**src/pst_pkg.sv**
```systemverilog
// Package: constants and carrier types for the process segment trigger block
package pst_pkg;

    // ------
    // Parameter addresses (word addresses on the parameter link)
    // ------
    localparam logic [15:0] ADDR_SEGMENT_COMMAND_STATE       = 16'h2200;
    localparam logic [15:0] ADDR_RISING_EDGE_SEGMENT_SELECT  = 16'h2201;
    localparam logic [15:0] ADDR_FALLING_EDGE_SEGMENT_SELECT = 16'h2202;
    localparam logic [15:0] ADDR_PAUSE_RAMP_SELECT           = 16'h2203;
    localparam logic [15:0] ADDR_POSITIVE_POSITION_LIMIT     = 16'h2204;

    // ------
    // Reset values
    // ------
    localparam logic [15:0] RST_SEGMENT_COMMAND_STATE   = 16'h0000;
    localparam logic [15:0] RST_RISING_EDGE_SELECT      = 16'h0000;
    localparam logic [15:0] RST_FALLING_EDGE_SELECT     = 16'h0000;
    localparam logic [2:0]  RST_PAUSE_RAMP_SELECT       = 3'h0;
    localparam logic [31:0] RST_POSITIVE_POSITION_LIMIT = 32'h7FFFFFFF;

    // ------
    // Command codes and state offsets
    // ------
    localparam logic [15:0] CMD_HOMING       = 16'h0000;
    localparam logic [15:0] CMD_SEG_LAST     = 16'h000F;
    localparam logic [15:0] CMD_ERR_LAST     = 16'h03E7;
    localparam logic [15:0] CMD_PAUSE        = 16'h03E8;
    localparam logic [15:0] STATE_OFS_DONE   = 16'h2710;
    localparam logic [15:0] STATE_OFS_INPOS  = 16'h4E20;

    // ------
    // Field layout of the edge selector registers and pause ramp constants
    // ------
    localparam int SEL_FIELD_W    = 4;
    localparam int NUM_TRIGGERS   = 4;
    localparam int RAMP_SEL_W     = 3;
    localparam int RAMP_REF_RPM   = 1000;
    localparam logic [15:0] RAMP_SEL_MAX = 16'h0007;

    // Command from one source to the shared decoder
    typedef struct packed {
        logic        valid;
        logic [15:0] value;
    } pst_cmd_t;

    // One parameter access from the communication link
    typedef struct packed {
        logic        wr;
        logic        rd;
        logic [15:0] addr;
        logic [31:0] wdata;
    } pst_param_req_t;

    // Motion request handed to the motion generator
    typedef struct packed {
        logic        homing;
        logic        start;
        logic        pause;
        logic [3:0]  seg_num;
    } pst_motion_req_t;

endpackage

```
**src/pst_segment_trigger.sv**
```systemverilog
// Module: process segment command, edge trigger and limit check logic
`timescale 1ns/1ps
// Notes on behaviour
// - Command value 0 starts homing
// - Command 1 to 15 starts that segment
// - Command 1000 pauses the running segment
// - Command 16 to 999 raises number fault
// - Read returns segment number while executing
// - Commands done: read returns number plus 10000
// - Done and in position: plus 20000
// - Rising selector nibbles start segment on rise
// - Zero rising nibble causes no start
// - Falling selector nibbles start segment on fall
// - Zero falling nibble ignores the edge
// - Pause ramps using one of eight settings
// - Forward reference beyond limit raises overtravel while a segment is positioning
// - Link and keypad share one command decoder
// - Ramp time means ms per 1000 rpm
module pst_segment_trigger (
    input  wire logic                       clk_sys,
    input  wire logic                       reset_n,
    input  wire pst_pkg::pst_param_req_t    param_req,
    input  wire pst_pkg::pst_cmd_t          keypad_cmd,
    input  wire logic [3:0]                 segment_event_trigger_input,
    input  wire logic                       pos_cmds_done,
    input  wire logic                       positioning_complete,
    input  wire logic                       segment_positioning,
    input  wire logic [31:0]                position_ref,
    input  wire logic                       fault_clear,
    output logic [31:0]                     param_rdata_r,
    output logic                            param_rd_valid_r,
    output logic                            param_addr_err_r,
    output pst_pkg::pst_motion_req_t        motion_req_r,
    output logic [2:0]                      pause_ramp_sel_r,
    output logic [3:0]                      active_seg_r,
    output logic                            segment_number_error_fault_r,
    output logic                            positive_overtravel_fault_r
);

    // ------
    // Declarations
    // ------
    // All of it runs on clk_sys
    logic [15:0] rise_sel_r;          // Rising-edge selector nibbles
    logic [15:0] fall_sel_r;          // Falling-edge selector nibbles
    logic [2:0]  ramp_sel_r;          // Pause ramp selector
    logic [31:0] pos_limit_r;         // Positive software limit
    logic [3:0]  trig_meta_r;         // First synchroniser stage
    logic [3:0]  trig_sync_r;         // Second synchroniser stage
    logic [3:0]  trig_prev_r;         // Last synchronised level
    logic [3:0]  pend_rise_r;         // Rising edges waiting for service
    logic [3:0]  pend_fall_r;         // Falling edges waiting for service
    logic [3:0]  rise_edge;           // Qualified rising edges
    logic [3:0]  fall_edge;           // Qualified falling edges
    logic [3:0]  serve_rise;          // One-hot rising edge served now
    logic [3:0]  serve_fall;          // One-hot falling edge served now
    logic [3:0]  trig_seg;            // Segment of the served edge
    logic        trig_valid;          // An edge is served this cycle
    pst_pkg::pst_cmd_t host_cmd;      // Command written by the link
    pst_pkg::pst_cmd_t dec_cmd;       // Command given to the decoder
    logic        dec_homing;          // Decoded homing request
    logic        dec_start;           // Decoded numbered start
    logic        dec_pause;           // Decoded pause
    logic        dec_numerr;          // Decoded illegal number
    logic [3:0]  start_num;           // Segment to start
    logic        start_any;           // Any start this cycle
    logic [15:0] state_word;          // Readback of the command register
    logic        overtravel;          // Reference beyond the limit

    // ------
    // Trigger input synchroniser
    // ------
    // Reset low like idle pins
    // Pins are asynchronous; two stages before any edge logic.
    always_ff @(posedge clk_sys) begin
        if (!reset_n) begin
            trig_meta_r <= 4'h0;
            trig_sync_r <= 4'h0;
            trig_prev_r <= 4'h0;
        end else begin
            trig_meta_r <= segment_event_trigger_input;
            trig_sync_r <= trig_meta_r;
            trig_prev_r <= trig_sync_r;
        end
    end

    // ------
    // Edge qualification
    // ------
    // Nibble i is input i+1
    // A zero selector nibble discards the edge before it can queue.
    always_comb begin
        for (int i = 0; i < pst_pkg::NUM_TRIGGERS; i++) begin
            // Off to on with a live nibble
            rise_edge[i] = trig_sync_r[i] && !trig_prev_r[i]
                && (rise_sel_r[i*pst_pkg::SEL_FIELD_W +: 4] != 4'h0);
            // On to off with a live nibble
            fall_edge[i] = !trig_sync_r[i] && trig_prev_r[i]
                && (fall_sel_r[i*pst_pkg::SEL_FIELD_W +: 4] != 4'h0);
        end
    end

    // ------
    // Pending edge arbitration
    // ------
    // Input 1 first, rise first
    // Edges that coincide with each other or with a direct command are
    // held and start later; a repeat edge on the same pin and direction while held merges into one start.
    always_comb begin
        serve_rise = 4'h0;
        serve_fall = 4'h0;
        trig_seg   = 4'h0;
        trig_valid = 1'b0;
        for (int i = pst_pkg::NUM_TRIGGERS - 1; i >= 0; i--) begin
            if (pend_fall_r[i]) begin
                serve_rise = 4'h0;
                serve_fall = 4'h1 << i;
                trig_seg   = fall_sel_r[i*pst_pkg::SEL_FIELD_W +: 4];
                trig_valid = 1'b1;
            end
            if (pend_rise_r[i]) begin
                serve_fall = 4'h0;
                serve_rise = 4'h1 << i;
                trig_seg   = rise_sel_r[i*pst_pkg::SEL_FIELD_W +: 4];
                trig_valid = 1'b1;
            end
        end
        // Direct commands take the cycle; the edge waits
        if (dec_cmd.valid) begin
            serve_rise = 4'h0;
            serve_fall = 4'h0;
            trig_valid = 1'b0;
        end
    end

    // Queue bits: a new edge wins over its own service clear
    always_ff @(posedge clk_sys) begin
        if (!reset_n) begin
            pend_rise_r <= 4'h0;
            pend_fall_r <= 4'h0;
        end else begin
            pend_rise_r <= (pend_rise_r & ~serve_rise) | rise_edge;
            pend_fall_r <= (pend_fall_r & ~serve_fall) | fall_edge;
        end
    end

    // ------
    // Command sources
    // ------
    // On a tie the keypad is lost
    // Link write to the command word, else keypad; one decoder.
    always_comb begin
        host_cmd.valid = param_req.wr
            && (param_req.addr == pst_pkg::ADDR_SEGMENT_COMMAND_STATE);
        host_cmd.value = param_req.wdata[15:0];
        dec_cmd        = host_cmd.valid ? host_cmd : keypad_cmd;
    end

    // ------
    // Command decoder
    // ------
    // Unsigned compares
    // Values above the pause code are outside the range and do nothing.
    always_comb begin
        dec_homing = 1'b0;
        dec_start  = 1'b0;
        dec_pause  = 1'b0;
        dec_numerr = 1'b0;
        if (dec_cmd.valid) begin
            if (dec_cmd.value == pst_pkg::CMD_HOMING) begin
                dec_homing = 1'b1;
            end else if (dec_cmd.value <= pst_pkg::CMD_SEG_LAST) begin
                dec_start  = 1'b1;
            end else if (dec_cmd.value <= pst_pkg::CMD_ERR_LAST) begin
                dec_numerr = 1'b1;
            end else if (dec_cmd.value == pst_pkg::CMD_PAUSE) begin
                dec_pause  = 1'b1;
            end
        end
        start_any = dec_start || trig_valid;
        start_num = dec_start ? dec_cmd.value[3:0] : trig_seg;
    end

    // ------
    // Motion request outputs
    // ------
    // Number is zero off a start
    // Every request is a single-cycle pulse.
    always_ff @(posedge clk_sys) begin
        if (!reset_n) begin
            motion_req_r <= '0;
        end else begin
            motion_req_r.homing  <= dec_homing;
            motion_req_r.start   <= start_any;
            motion_req_r.pause   <= dec_pause;
            motion_req_r.seg_num <= start_any ? start_num : 4'h0;
        end
    end

    // Pause ramp index sampled with the pause so a later write cannot
    // change a ramp already in progress. The motion generator reads the
    // selected time as ms per RAMP_REF_RPM rpm of speed change.
    always_ff @(posedge clk_sys) begin
        if (!reset_n) begin
            pause_ramp_sel_r <= pst_pkg::RST_PAUSE_RAMP_SELECT;
        end else if (dec_pause) begin
            pause_ramp_sel_r <= ramp_sel_r;
        end
    end

    // Segment number now in progress; homing reports zero
    always_ff @(posedge clk_sys) begin
        if (!reset_n) begin
            active_seg_r <= 4'h0;
        end else if (dec_homing) begin
            active_seg_r <= 4'h0;
        end else if (start_any) begin
            active_seg_r <= start_num;
        end
    end

    // ------
    // Faults
    // ------
    // One clear for both faults
    // Sticky; an event in the clearing cycle keeps the fault set.
    always_ff @(posedge clk_sys) begin
        if (!reset_n) begin
            segment_number_error_fault_r <= 1'b0;
        end else if (dec_numerr) begin
            segment_number_error_fault_r <= 1'b1;
        end else if (fault_clear) begin
            segment_number_error_fault_r <= 1'b0;
        end
    end

    // Signed compare; only checked while a segment positions
    assign overtravel = segment_positioning
        && ($signed(position_ref) > $signed(pos_limit_r));

    always_ff @(posedge clk_sys) begin
        if (!reset_n) begin
            positive_overtravel_fault_r <= 1'b0;
        end else if (overtravel) begin
            positive_overtravel_fault_r <= 1'b1;
        end else if (fault_clear) begin
            positive_overtravel_fault_r <= 1'b0;
        end
    end

    // ------
    // Parameter registers
    // ------
    // Writes act at once
    // The command word is not stored; a write is a command only.
    always_ff @(posedge clk_sys) begin
        if (!reset_n) begin
            rise_sel_r  <= pst_pkg::RST_RISING_EDGE_SELECT;
            fall_sel_r  <= pst_pkg::RST_FALLING_EDGE_SELECT;
            ramp_sel_r  <= pst_pkg::RST_PAUSE_RAMP_SELECT;
            pos_limit_r <= pst_pkg::RST_POSITIVE_POSITION_LIMIT;
        end else if (param_req.wr) begin
            unique case (param_req.addr)
                pst_pkg::ADDR_RISING_EDGE_SEGMENT_SELECT: begin
                    rise_sel_r <= param_req.wdata[15:0];
                end
                pst_pkg::ADDR_FALLING_EDGE_SEGMENT_SELECT: begin
                    fall_sel_r <= param_req.wdata[15:0];
                end
                pst_pkg::ADDR_PAUSE_RAMP_SELECT: begin
                    // Out-of-range selectors are refused, value kept
                    if (param_req.wdata[15:0] <= pst_pkg::RAMP_SEL_MAX) begin
                        ramp_sel_r <= param_req.wdata[2:0];
                    end
                end
                pst_pkg::ADDR_POSITIVE_POSITION_LIMIT: begin
                    pos_limit_r <= param_req.wdata;
                end
                default: begin
                    // Command word and unmapped addresses store nothing
                end
            endcase
        end
    end

    // ------
    // Command register readback
    // ------
    // Offsets ride on live levels
    // In-position without commands done cannot occur; done governs.
    always_comb begin
        if (pos_cmds_done && positioning_complete) begin
            state_word = {12'h000, active_seg_r}
                + pst_pkg::STATE_OFS_INPOS;
        end else if (pos_cmds_done) begin
            state_word = {12'h000, active_seg_r}
                + pst_pkg::STATE_OFS_DONE;
        end else begin
            state_word = {12'h000, active_seg_r};
        end
    end

    // ------
    // Read port
    // ------
    // No wait states on reads
    // Data one cycle after the read strobe; unmapped reads give zero.
    always_ff @(posedge clk_sys) begin
        if (!reset_n) begin
            param_rdata_r    <= 32'h00000000;
            param_rd_valid_r <= 1'b0;
            param_addr_err_r <= 1'b0;
        end else begin
            param_rd_valid_r <= param_req.rd;
            param_addr_err_r <= 1'b0;
            param_rdata_r    <= 32'h00000000;
            if (param_req.rd) begin
                unique case (param_req.addr)
                    pst_pkg::ADDR_SEGMENT_COMMAND_STATE: begin
                        param_rdata_r <= {16'h0000, state_word};
                    end
                    pst_pkg::ADDR_RISING_EDGE_SEGMENT_SELECT: begin
                        param_rdata_r <= {16'h0000, rise_sel_r};
                    end
                    pst_pkg::ADDR_FALLING_EDGE_SEGMENT_SELECT: begin
                        param_rdata_r <= {16'h0000, fall_sel_r};
                    end
                    pst_pkg::ADDR_PAUSE_RAMP_SELECT: begin
                        param_rdata_r <= {29'h00000000, ramp_sel_r};
                    end
                    pst_pkg::ADDR_POSITIVE_POSITION_LIMIT: begin
                        param_rdata_r <= pos_limit_r;
                    end
                    default: begin
                        param_addr_err_r <= 1'b1;
                    end
                endcase
            end
        end
    end

endmodule // pst_segment_trigger

```
**config.mk**
```make
export PLATFORM = sky130hd
export DESIGN_NAME = pst_segment_trigger
export DESIGN_NICKNAME = d
export VERILOG_FILES = /design/src/pst_pkg.sv /design/src/pst_segment_trigger.sv
export SDC_FILE = /design/constraint.sdc
export NUM_CORES = 1
export LEC_CHECK = 0
export ABC_AREA = 1
export BUFFER_PORTS_ARGS = -buffer_cell sky130_fd_sc_hd__buf_4
export CORE_MARGIN = 5
export CORE_UTILIZATION = 30
export CTS_BUF_LIST = sky130_fd_sc_hd__clkbuf_8
export DETAILED_ROUTE_END_ITERATION = 12
export SYNTH_ARGS = -nofsm -noshare
export SYNTH_HDL_FRONTEND = slang
export SYNTH_SLANG_ARGS = --single-unit
```
**constraint.sdc**
```tcl
create_clock -name clk_sys -period 2.4 [get_ports clk_sys]
set_input_delay 0.24 -clock clk_sys [delete_from_list [all_inputs] [get_ports clk_sys]]
set_output_delay 0.24 -clock clk_sys [all_outputs]
set_load 0.02 [all_outputs]
```
# Word-level counts from Yosys, hierarchy flattened
# Index checks and enable logic that the tools add are counted.
[word_totals]
ff_bits = 137
in_bits = 109
output_inout_bits = 50
wordCells = 143
[op_classes]
n_addsub = 2
magnitude_cmp = 4
n_eq_ne = 6
n_mux = 57
bitwise_logic = 7
reduce_logical = 47
[ops]
columns = ["op", "count"]
rows = [
  ["one-hot mux 32 bit (5 select lines)", 1],
  ["two-way mux 4 bit", 26],
  ["== test 16 x 14 -> 1 bit (second input constant)", 5],
  ["greater-than comparator 32 bit", 1],
  ["nonzero test 4 bit", 8],
  ["two-way mux 1 bit", 27],
  ["logical AND 1 bit", 19],
  ["two-way mux 17 bit", 1],
  ["adder 4 x 15 -> 16 bit (second input constant)", 1],
  ["== test 16 x 10 -> 1 bit (second input constant)", 1],
  ["less-or-equal comparator 16 x 10 -> 1 bit (second input constant)", 1],
  ["less-or-equal comparator 16 x 3 -> 1 bit (second input constant)", 1],
  ["less-or-equal comparator 16 x 4 -> 1 bit (second input constant)", 1],
  ["logical NOT 16 bit", 1],
  ["two-way mux 16 bit", 1],
  ["adder 4 x 14 -> 15 bit (second input constant)", 1],
  ["two-way mux 15 bit", 1],
  ["AND reduction 2 bit", 5],
  ["AND 4 bit", 2],
  ["logical NOT 1 bit", 8],
  ["NOT 4 bit", 2],
  ["bitwise OR 4 bit", 2],
  ["OR reduction 5 bit", 1],
  ["nonzero test 2 bit", 2],
  ["4 further kinds", 4],
]

# Logic depth before layout (Yosys ltp)
[depth]
depth_word = 12
depth_mapped = 16
mapped_depth_nobuf = 15

# Worst setup path after synthesis
# OpenSTA, ideal clock, no wires.
[synth_path]
path_type = "input to register"
startpoint = "input port param_req[39] (netlist bit)"
endpoint = "register pause_ramp_sel_r[0]"
setup_ns = 0.132
arrival_time_ns = 1.662
t_required_ns = 2.268
setup_slack_ns = 0.606
stages = 13
n_path_buf = 1
path_cell_list = "nor2_1 -> nand2_2 -> nor2_8 -> nand3_4 -> buf_6 -> nand2_2 -> nand2_2 -> nor2_1 -> nand3_1 -> nor2_2 -> nand3_1 -> nand2_1 -> a21oi_1"
[synth_between]
elab_chain_cells = 9
word_cells_on_any_way = 12
cone_classes = "2 x order compare; 2 x eq/ne; 6 x mux; 2 x reduce/logical"
[synth_rtl]
columns = ["element", "line_no", "text"]
rows = [
  ["from (decl)", "pst_segment_trigger.sv:22", "input wire pst_pkg::pst_param_req_t param_req,"],
  ["== test 16 x 14 -> 1 bit (*)", "pst_segment_trigger.sv:154", "&& (param_req.addr == pst_pkg::ADDR_SEGMENT_COMMAND_STATE);"],
  ["logical AND 1 bit (*)", "pst_segment_trigger.sv:154", ""],
  ["two-way mux 17 bit (*)", "pst_segment_trigger.sv:156", "dec_cmd = host_cmd.valid ? host_cmd : keypad_cmd;"],
  ["branches (longest 5 deep; another with less-or-equal comparator 16 x 10 -> 1 bit)", "n/a", ""],
  ["two-way mux 1 bit (*)", "pst_segment_trigger.sv:169", "if (dec_cmd.valid) begin"],
  ["to (signal assigned)", "pst_segment_trigger.sv:205", "pause_ramp_sel_r <= pst_pkg::RST_PAUSE_RAMP_SELECT;"],
  ["to (signal assigned)", "pst_segment_trigger.sv:207", "pause_ramp_sel_r <= ramp_sel_r;"],
  ["to (decl)", "pst_segment_trigger.sv:34", "output logic [2:0] pause_ramp_sel_r,"],
]
# Mark *: on every way between the ends.
# A chain may end at the register's enable or synchronous reset.

# Worst setup path in the final report
[layout_path]
startpoint = "register pos_limit_r[15]"
endpoint = "register positive_overtravel_fault_r"
[layout_between]
elab_chain_cells = 3
word_cells_on_any_way = 4
cone_classes = "1 x order compare; 1 x mux; 2 x reduce/logical"
[layout_rtl]
columns = ["element", "line_no", "text"]
rows = [
  ["from (decl)", "pst_segment_trigger.sv:47", "logic [31:0] pos_limit_r;"],
  ["from (signal assigned)", "pst_segment_trigger.sv:261", "pos_limit_r <= pst_pkg::RST_POSITIVE_POSITION_LIMIT;"],
  ["from (signal assigned)", "pst_segment_trigger.sv:277", "pos_limit_r <= param_req.wdata;"],
  ["greater-than comparator 32 bit (*)", "pst_segment_trigger.sv:239", "&& ($signed(position_ref) > $signed(pos_limit_r));"],
  ["logical AND 1 bit (*)", "pst_segment_trigger.sv:239", ""],
  ["two-way mux 1 bit / nonzero test 2 bit (equally long branches)", "n/a", ""],
  ["to (signal assigned)", "pst_segment_trigger.sv:243", "positive_overtravel_fault_r <= 1'b0;"],
  ["to (signal assigned)", "pst_segment_trigger.sv:245", "positive_overtravel_fault_r <= 1'b1;"],
  ["to (signal assigned)", "pst_segment_trigger.sv:247", "positive_overtravel_fault_r <= 1'b0;"],
  ["to (decl)", "pst_segment_trigger.sv:37", "output logic positive_overtravel_fault_r"],
]
# Mark *: on every way between the ends. The rest lies on a longest branch, timed or not.

==> out/metrics.yaml <==
status: "finished clean"
drt-total-wl_mm: 21.36
slew_headroom: 0.6757
skew_ps: 14.52
ys_async_sr_fraction: 0
dp.final_hpwl_mm: 16.61
via_per_inst: 4.853
post-synth-top-count-cell: "dfxtp_1"
num_rows: 53
slew_viol_final: 0
ys.flop_type: "dfxtp_1"
period_share: 0.7821
ioPinCount: 159
peakVddDrop_mv: 0.3046
antenna_found_initial: 0
cts_resized: 0
synth_seq_cells: 137
port_buffers: 158
power_density_nw_per_um2: 533.1
yosys.area.top_type: "dfxtp_1"
cts_num_sinks: 137
crit_required_ps: 2770
arrival_ps: 2250
cts_root_buffer: "clkbuf_8"
grt_max_degree: 47
clk_path_buf_depth: 2
setup_viol: 0
synth.distinct_cells: 38
area.growth.synth_to_final_pct: 32.91
die_y_um: 156.8
drive_gt1_frac: 0.2170
initial_core_util: 0.3065
globalRouteOverflowTotal: 0
syn-cell-area_um2: 6464
cp-end-kind: "register"
dieArea_um2: 24580
synth_edf_count: 0
gp_congestion: 0.9038
final_nets: 1190
leakage_nw: 4.059
grt_first_pass_wirelength_mm: 33.01
netlist.area_leader.share: 0.4243
drtPass1Iterations: 5
routedWlPerCell_um: 16.00
max_slew.worst_pin.slew_ps: 486.4
syn_nets: 1011
yosys_warnings: 0
synth_commonest_cells: "dfxtp_1, inv_1, nand2_1, a21oi_1, o21ai_0"
core_area_um2: 21090
min_path_type: "input port to register"
hold_viol_final: 0
ys_seq_area_frac: 0.4243
avgSynthCellArea_um2: 7.430
drc_errors: 0
numCtsBuffers: 17
synthCells: 870
finalWorstPathRequiredPeriod_ps: 1877
post_cts_buffers: 0
drt_iter0_markers: 477
clk_pin_slew_ps: 80
grt_pass1_vias: 6217
r2r_setup_slack_ps: 520
die_w_um: 156.8
n_antenna_cell: 0
tns_ps: 0
grt_setup_unrepaired: "false"
path_max_fanout: 3
cts_tree: "built"
vias: 6479
ant_nets: 0
maxCapViolCount: 0
critical_path_class: "register to register"
clk_latency_ps: 440
cp-start-kind: "register"
htree_num_levels: 4
grt_usage: 0.1721
hold_ws_ps: 22.93
fmax_ghz: 0.5327
synth.area.top_cells: "dfxtp_1, a21oi_1, inv_1"
what timing repair did:
action,CTS,global route
endpoints found under the setup margin,0,0
hold buffers,14,1
hold endpoints to repair,14,1
cell usage in the layout, fill, tap and decap left out, types with 2 or more instances in the layout:
cell type / n
nor2_2: 5
o22ai_1: 4
clkbuf_8: 18
a221oi_1: 6
nand2_1: 118
nand4_1: 23
o21ai_0: 84
dlygate4sd3_1: 15
o41ai_1: 4
nor2_4: 3
dfxtp_1: 137
ha_1: 32
nand3_1: 35
clkinv_4: 2
a41oi_1: 5
a211oi_1: 9
inv_1: 128
or2_2: 2
nand2_2: 8
nand2_4: 2
o21ai_1: 3
nand3_2: 2
a31oi_1: 4
buf_12: 3
o211ai_1: 2
inv_2: 2
o221ai_1: 6
nor4_1: 2
nor3_1: 30
a21oi_1: 105
nor2_1: 74
bufinv_16: 3
buf_4: 175
metrics by stage:
step                      area, um2  power, mW    util  setup WS, ps  instances
after global routing           8591      4.772  0.4074         293.5       1335
after detailed placement       8054      2.708  0.3819         145.7       1290
after global placement         8054      2.709  0.3819         177.6       1290
after CTS                      8581      4.627  0.4069         497.8       1334
after floorplan                6464      2.483       -         606.1        870
final                          8591      4.580  0.4074         522.9       1335
state kept, by name, indices dropped and copies added, names as in the netlist:
name and flops:
param_rdata_r 32, pos_limit_r 32, fall_sel_r 16, rise_sel_r 16
motion_req_r 7, active_seg_r 4, pend_fall_r 4, pend_rise_r 4
trig_meta_r 4, trig_prev_r 4, trig_sync_r 4, pause_ramp_sel_r 3
ramp_sel_r 3, param_addr_err_r 1, param_rd_valid_r 1, positive_overtravel_fault_r 1
segment_number_error_fault_r 1
metal layers:
metal  up-vias  GRT usage  part of all wire
li1       3289          -                 -
met1      2962     0.2243              0.45
met2       204     0.2786              0.47
met3        24    0.04784             0.059
met4         0    0.05124             0.018
met5         -          0                 0
area by class of cell:
class / instances / area (um2)
multi-input cells: 574 / 3120
inverters: 126 / 473.0
repair buffers: 193 / 1524
clock buffers: 18 / 247.7
flip-flops and latches: 137 / 2743
fillers: 2194 / 12500
well taps: 275 / 344.1
clock inverters: 12 / 138.9
worst max-delay path, stage by stage, from the launching register on:
cell and delay (ps):
dfxtp_1 310, inv_1 70, ha_1 310, nand4_1 200, nor4_1 380, nand2_1 100, nand3_1 100, nand2_1 60
nand3_1 80, nand3_1 70, a21oi_1 130
path summary, 6_finish.rpt:
kind,cells past startpoint,to,start
setup / recovery,10,positive_overtravel_fault_r$_SDFFE_PN0P_,pos_limit_r[15]$_SDFFE_PN1P_
hold / removal,3,pos_limit_r[16]$_SDFFE_PN1P_,param_req[16]
setup reg to reg,10,positive_overtravel_fault_r$_SDFFE_PN0P_,pos_limit_r[15]$_SDFFE_PN1P_
hold reg to reg,2,trig_sync_r[3]$_SDFF_PN0_,trig_meta_r[3]$_SDFF_PN0_
logic make-up (layout without fill, tap and decap cells):
logic type / count (synthesis) / after routing / synth area share
and+or+nand+nor: 309 / 309 / 0.2209
AOI/OAI and AO/OA: 233 / 233 / 0.1988
buffers and inverters: 159 / 349 / 0.09407
DFF: 137 / 137 / 0.4243
adders and majority gates: 32 / 32 / 0.06194
where the power goes:
group | leakage [nW] | total (mW) | switching [mW] | internal, mW
sequential | 1.11 | 2.29 | 0.00552 | 2.28
clock | 0.211 | 1.90 | 0.878 | 1.03
combinational | 2.74 | 0.388 | 0.198 | 0.190
total | 4.06 | 4.58 | 1.08 | 3.50
Note: power is estimated with default switching activity, not from simulation.
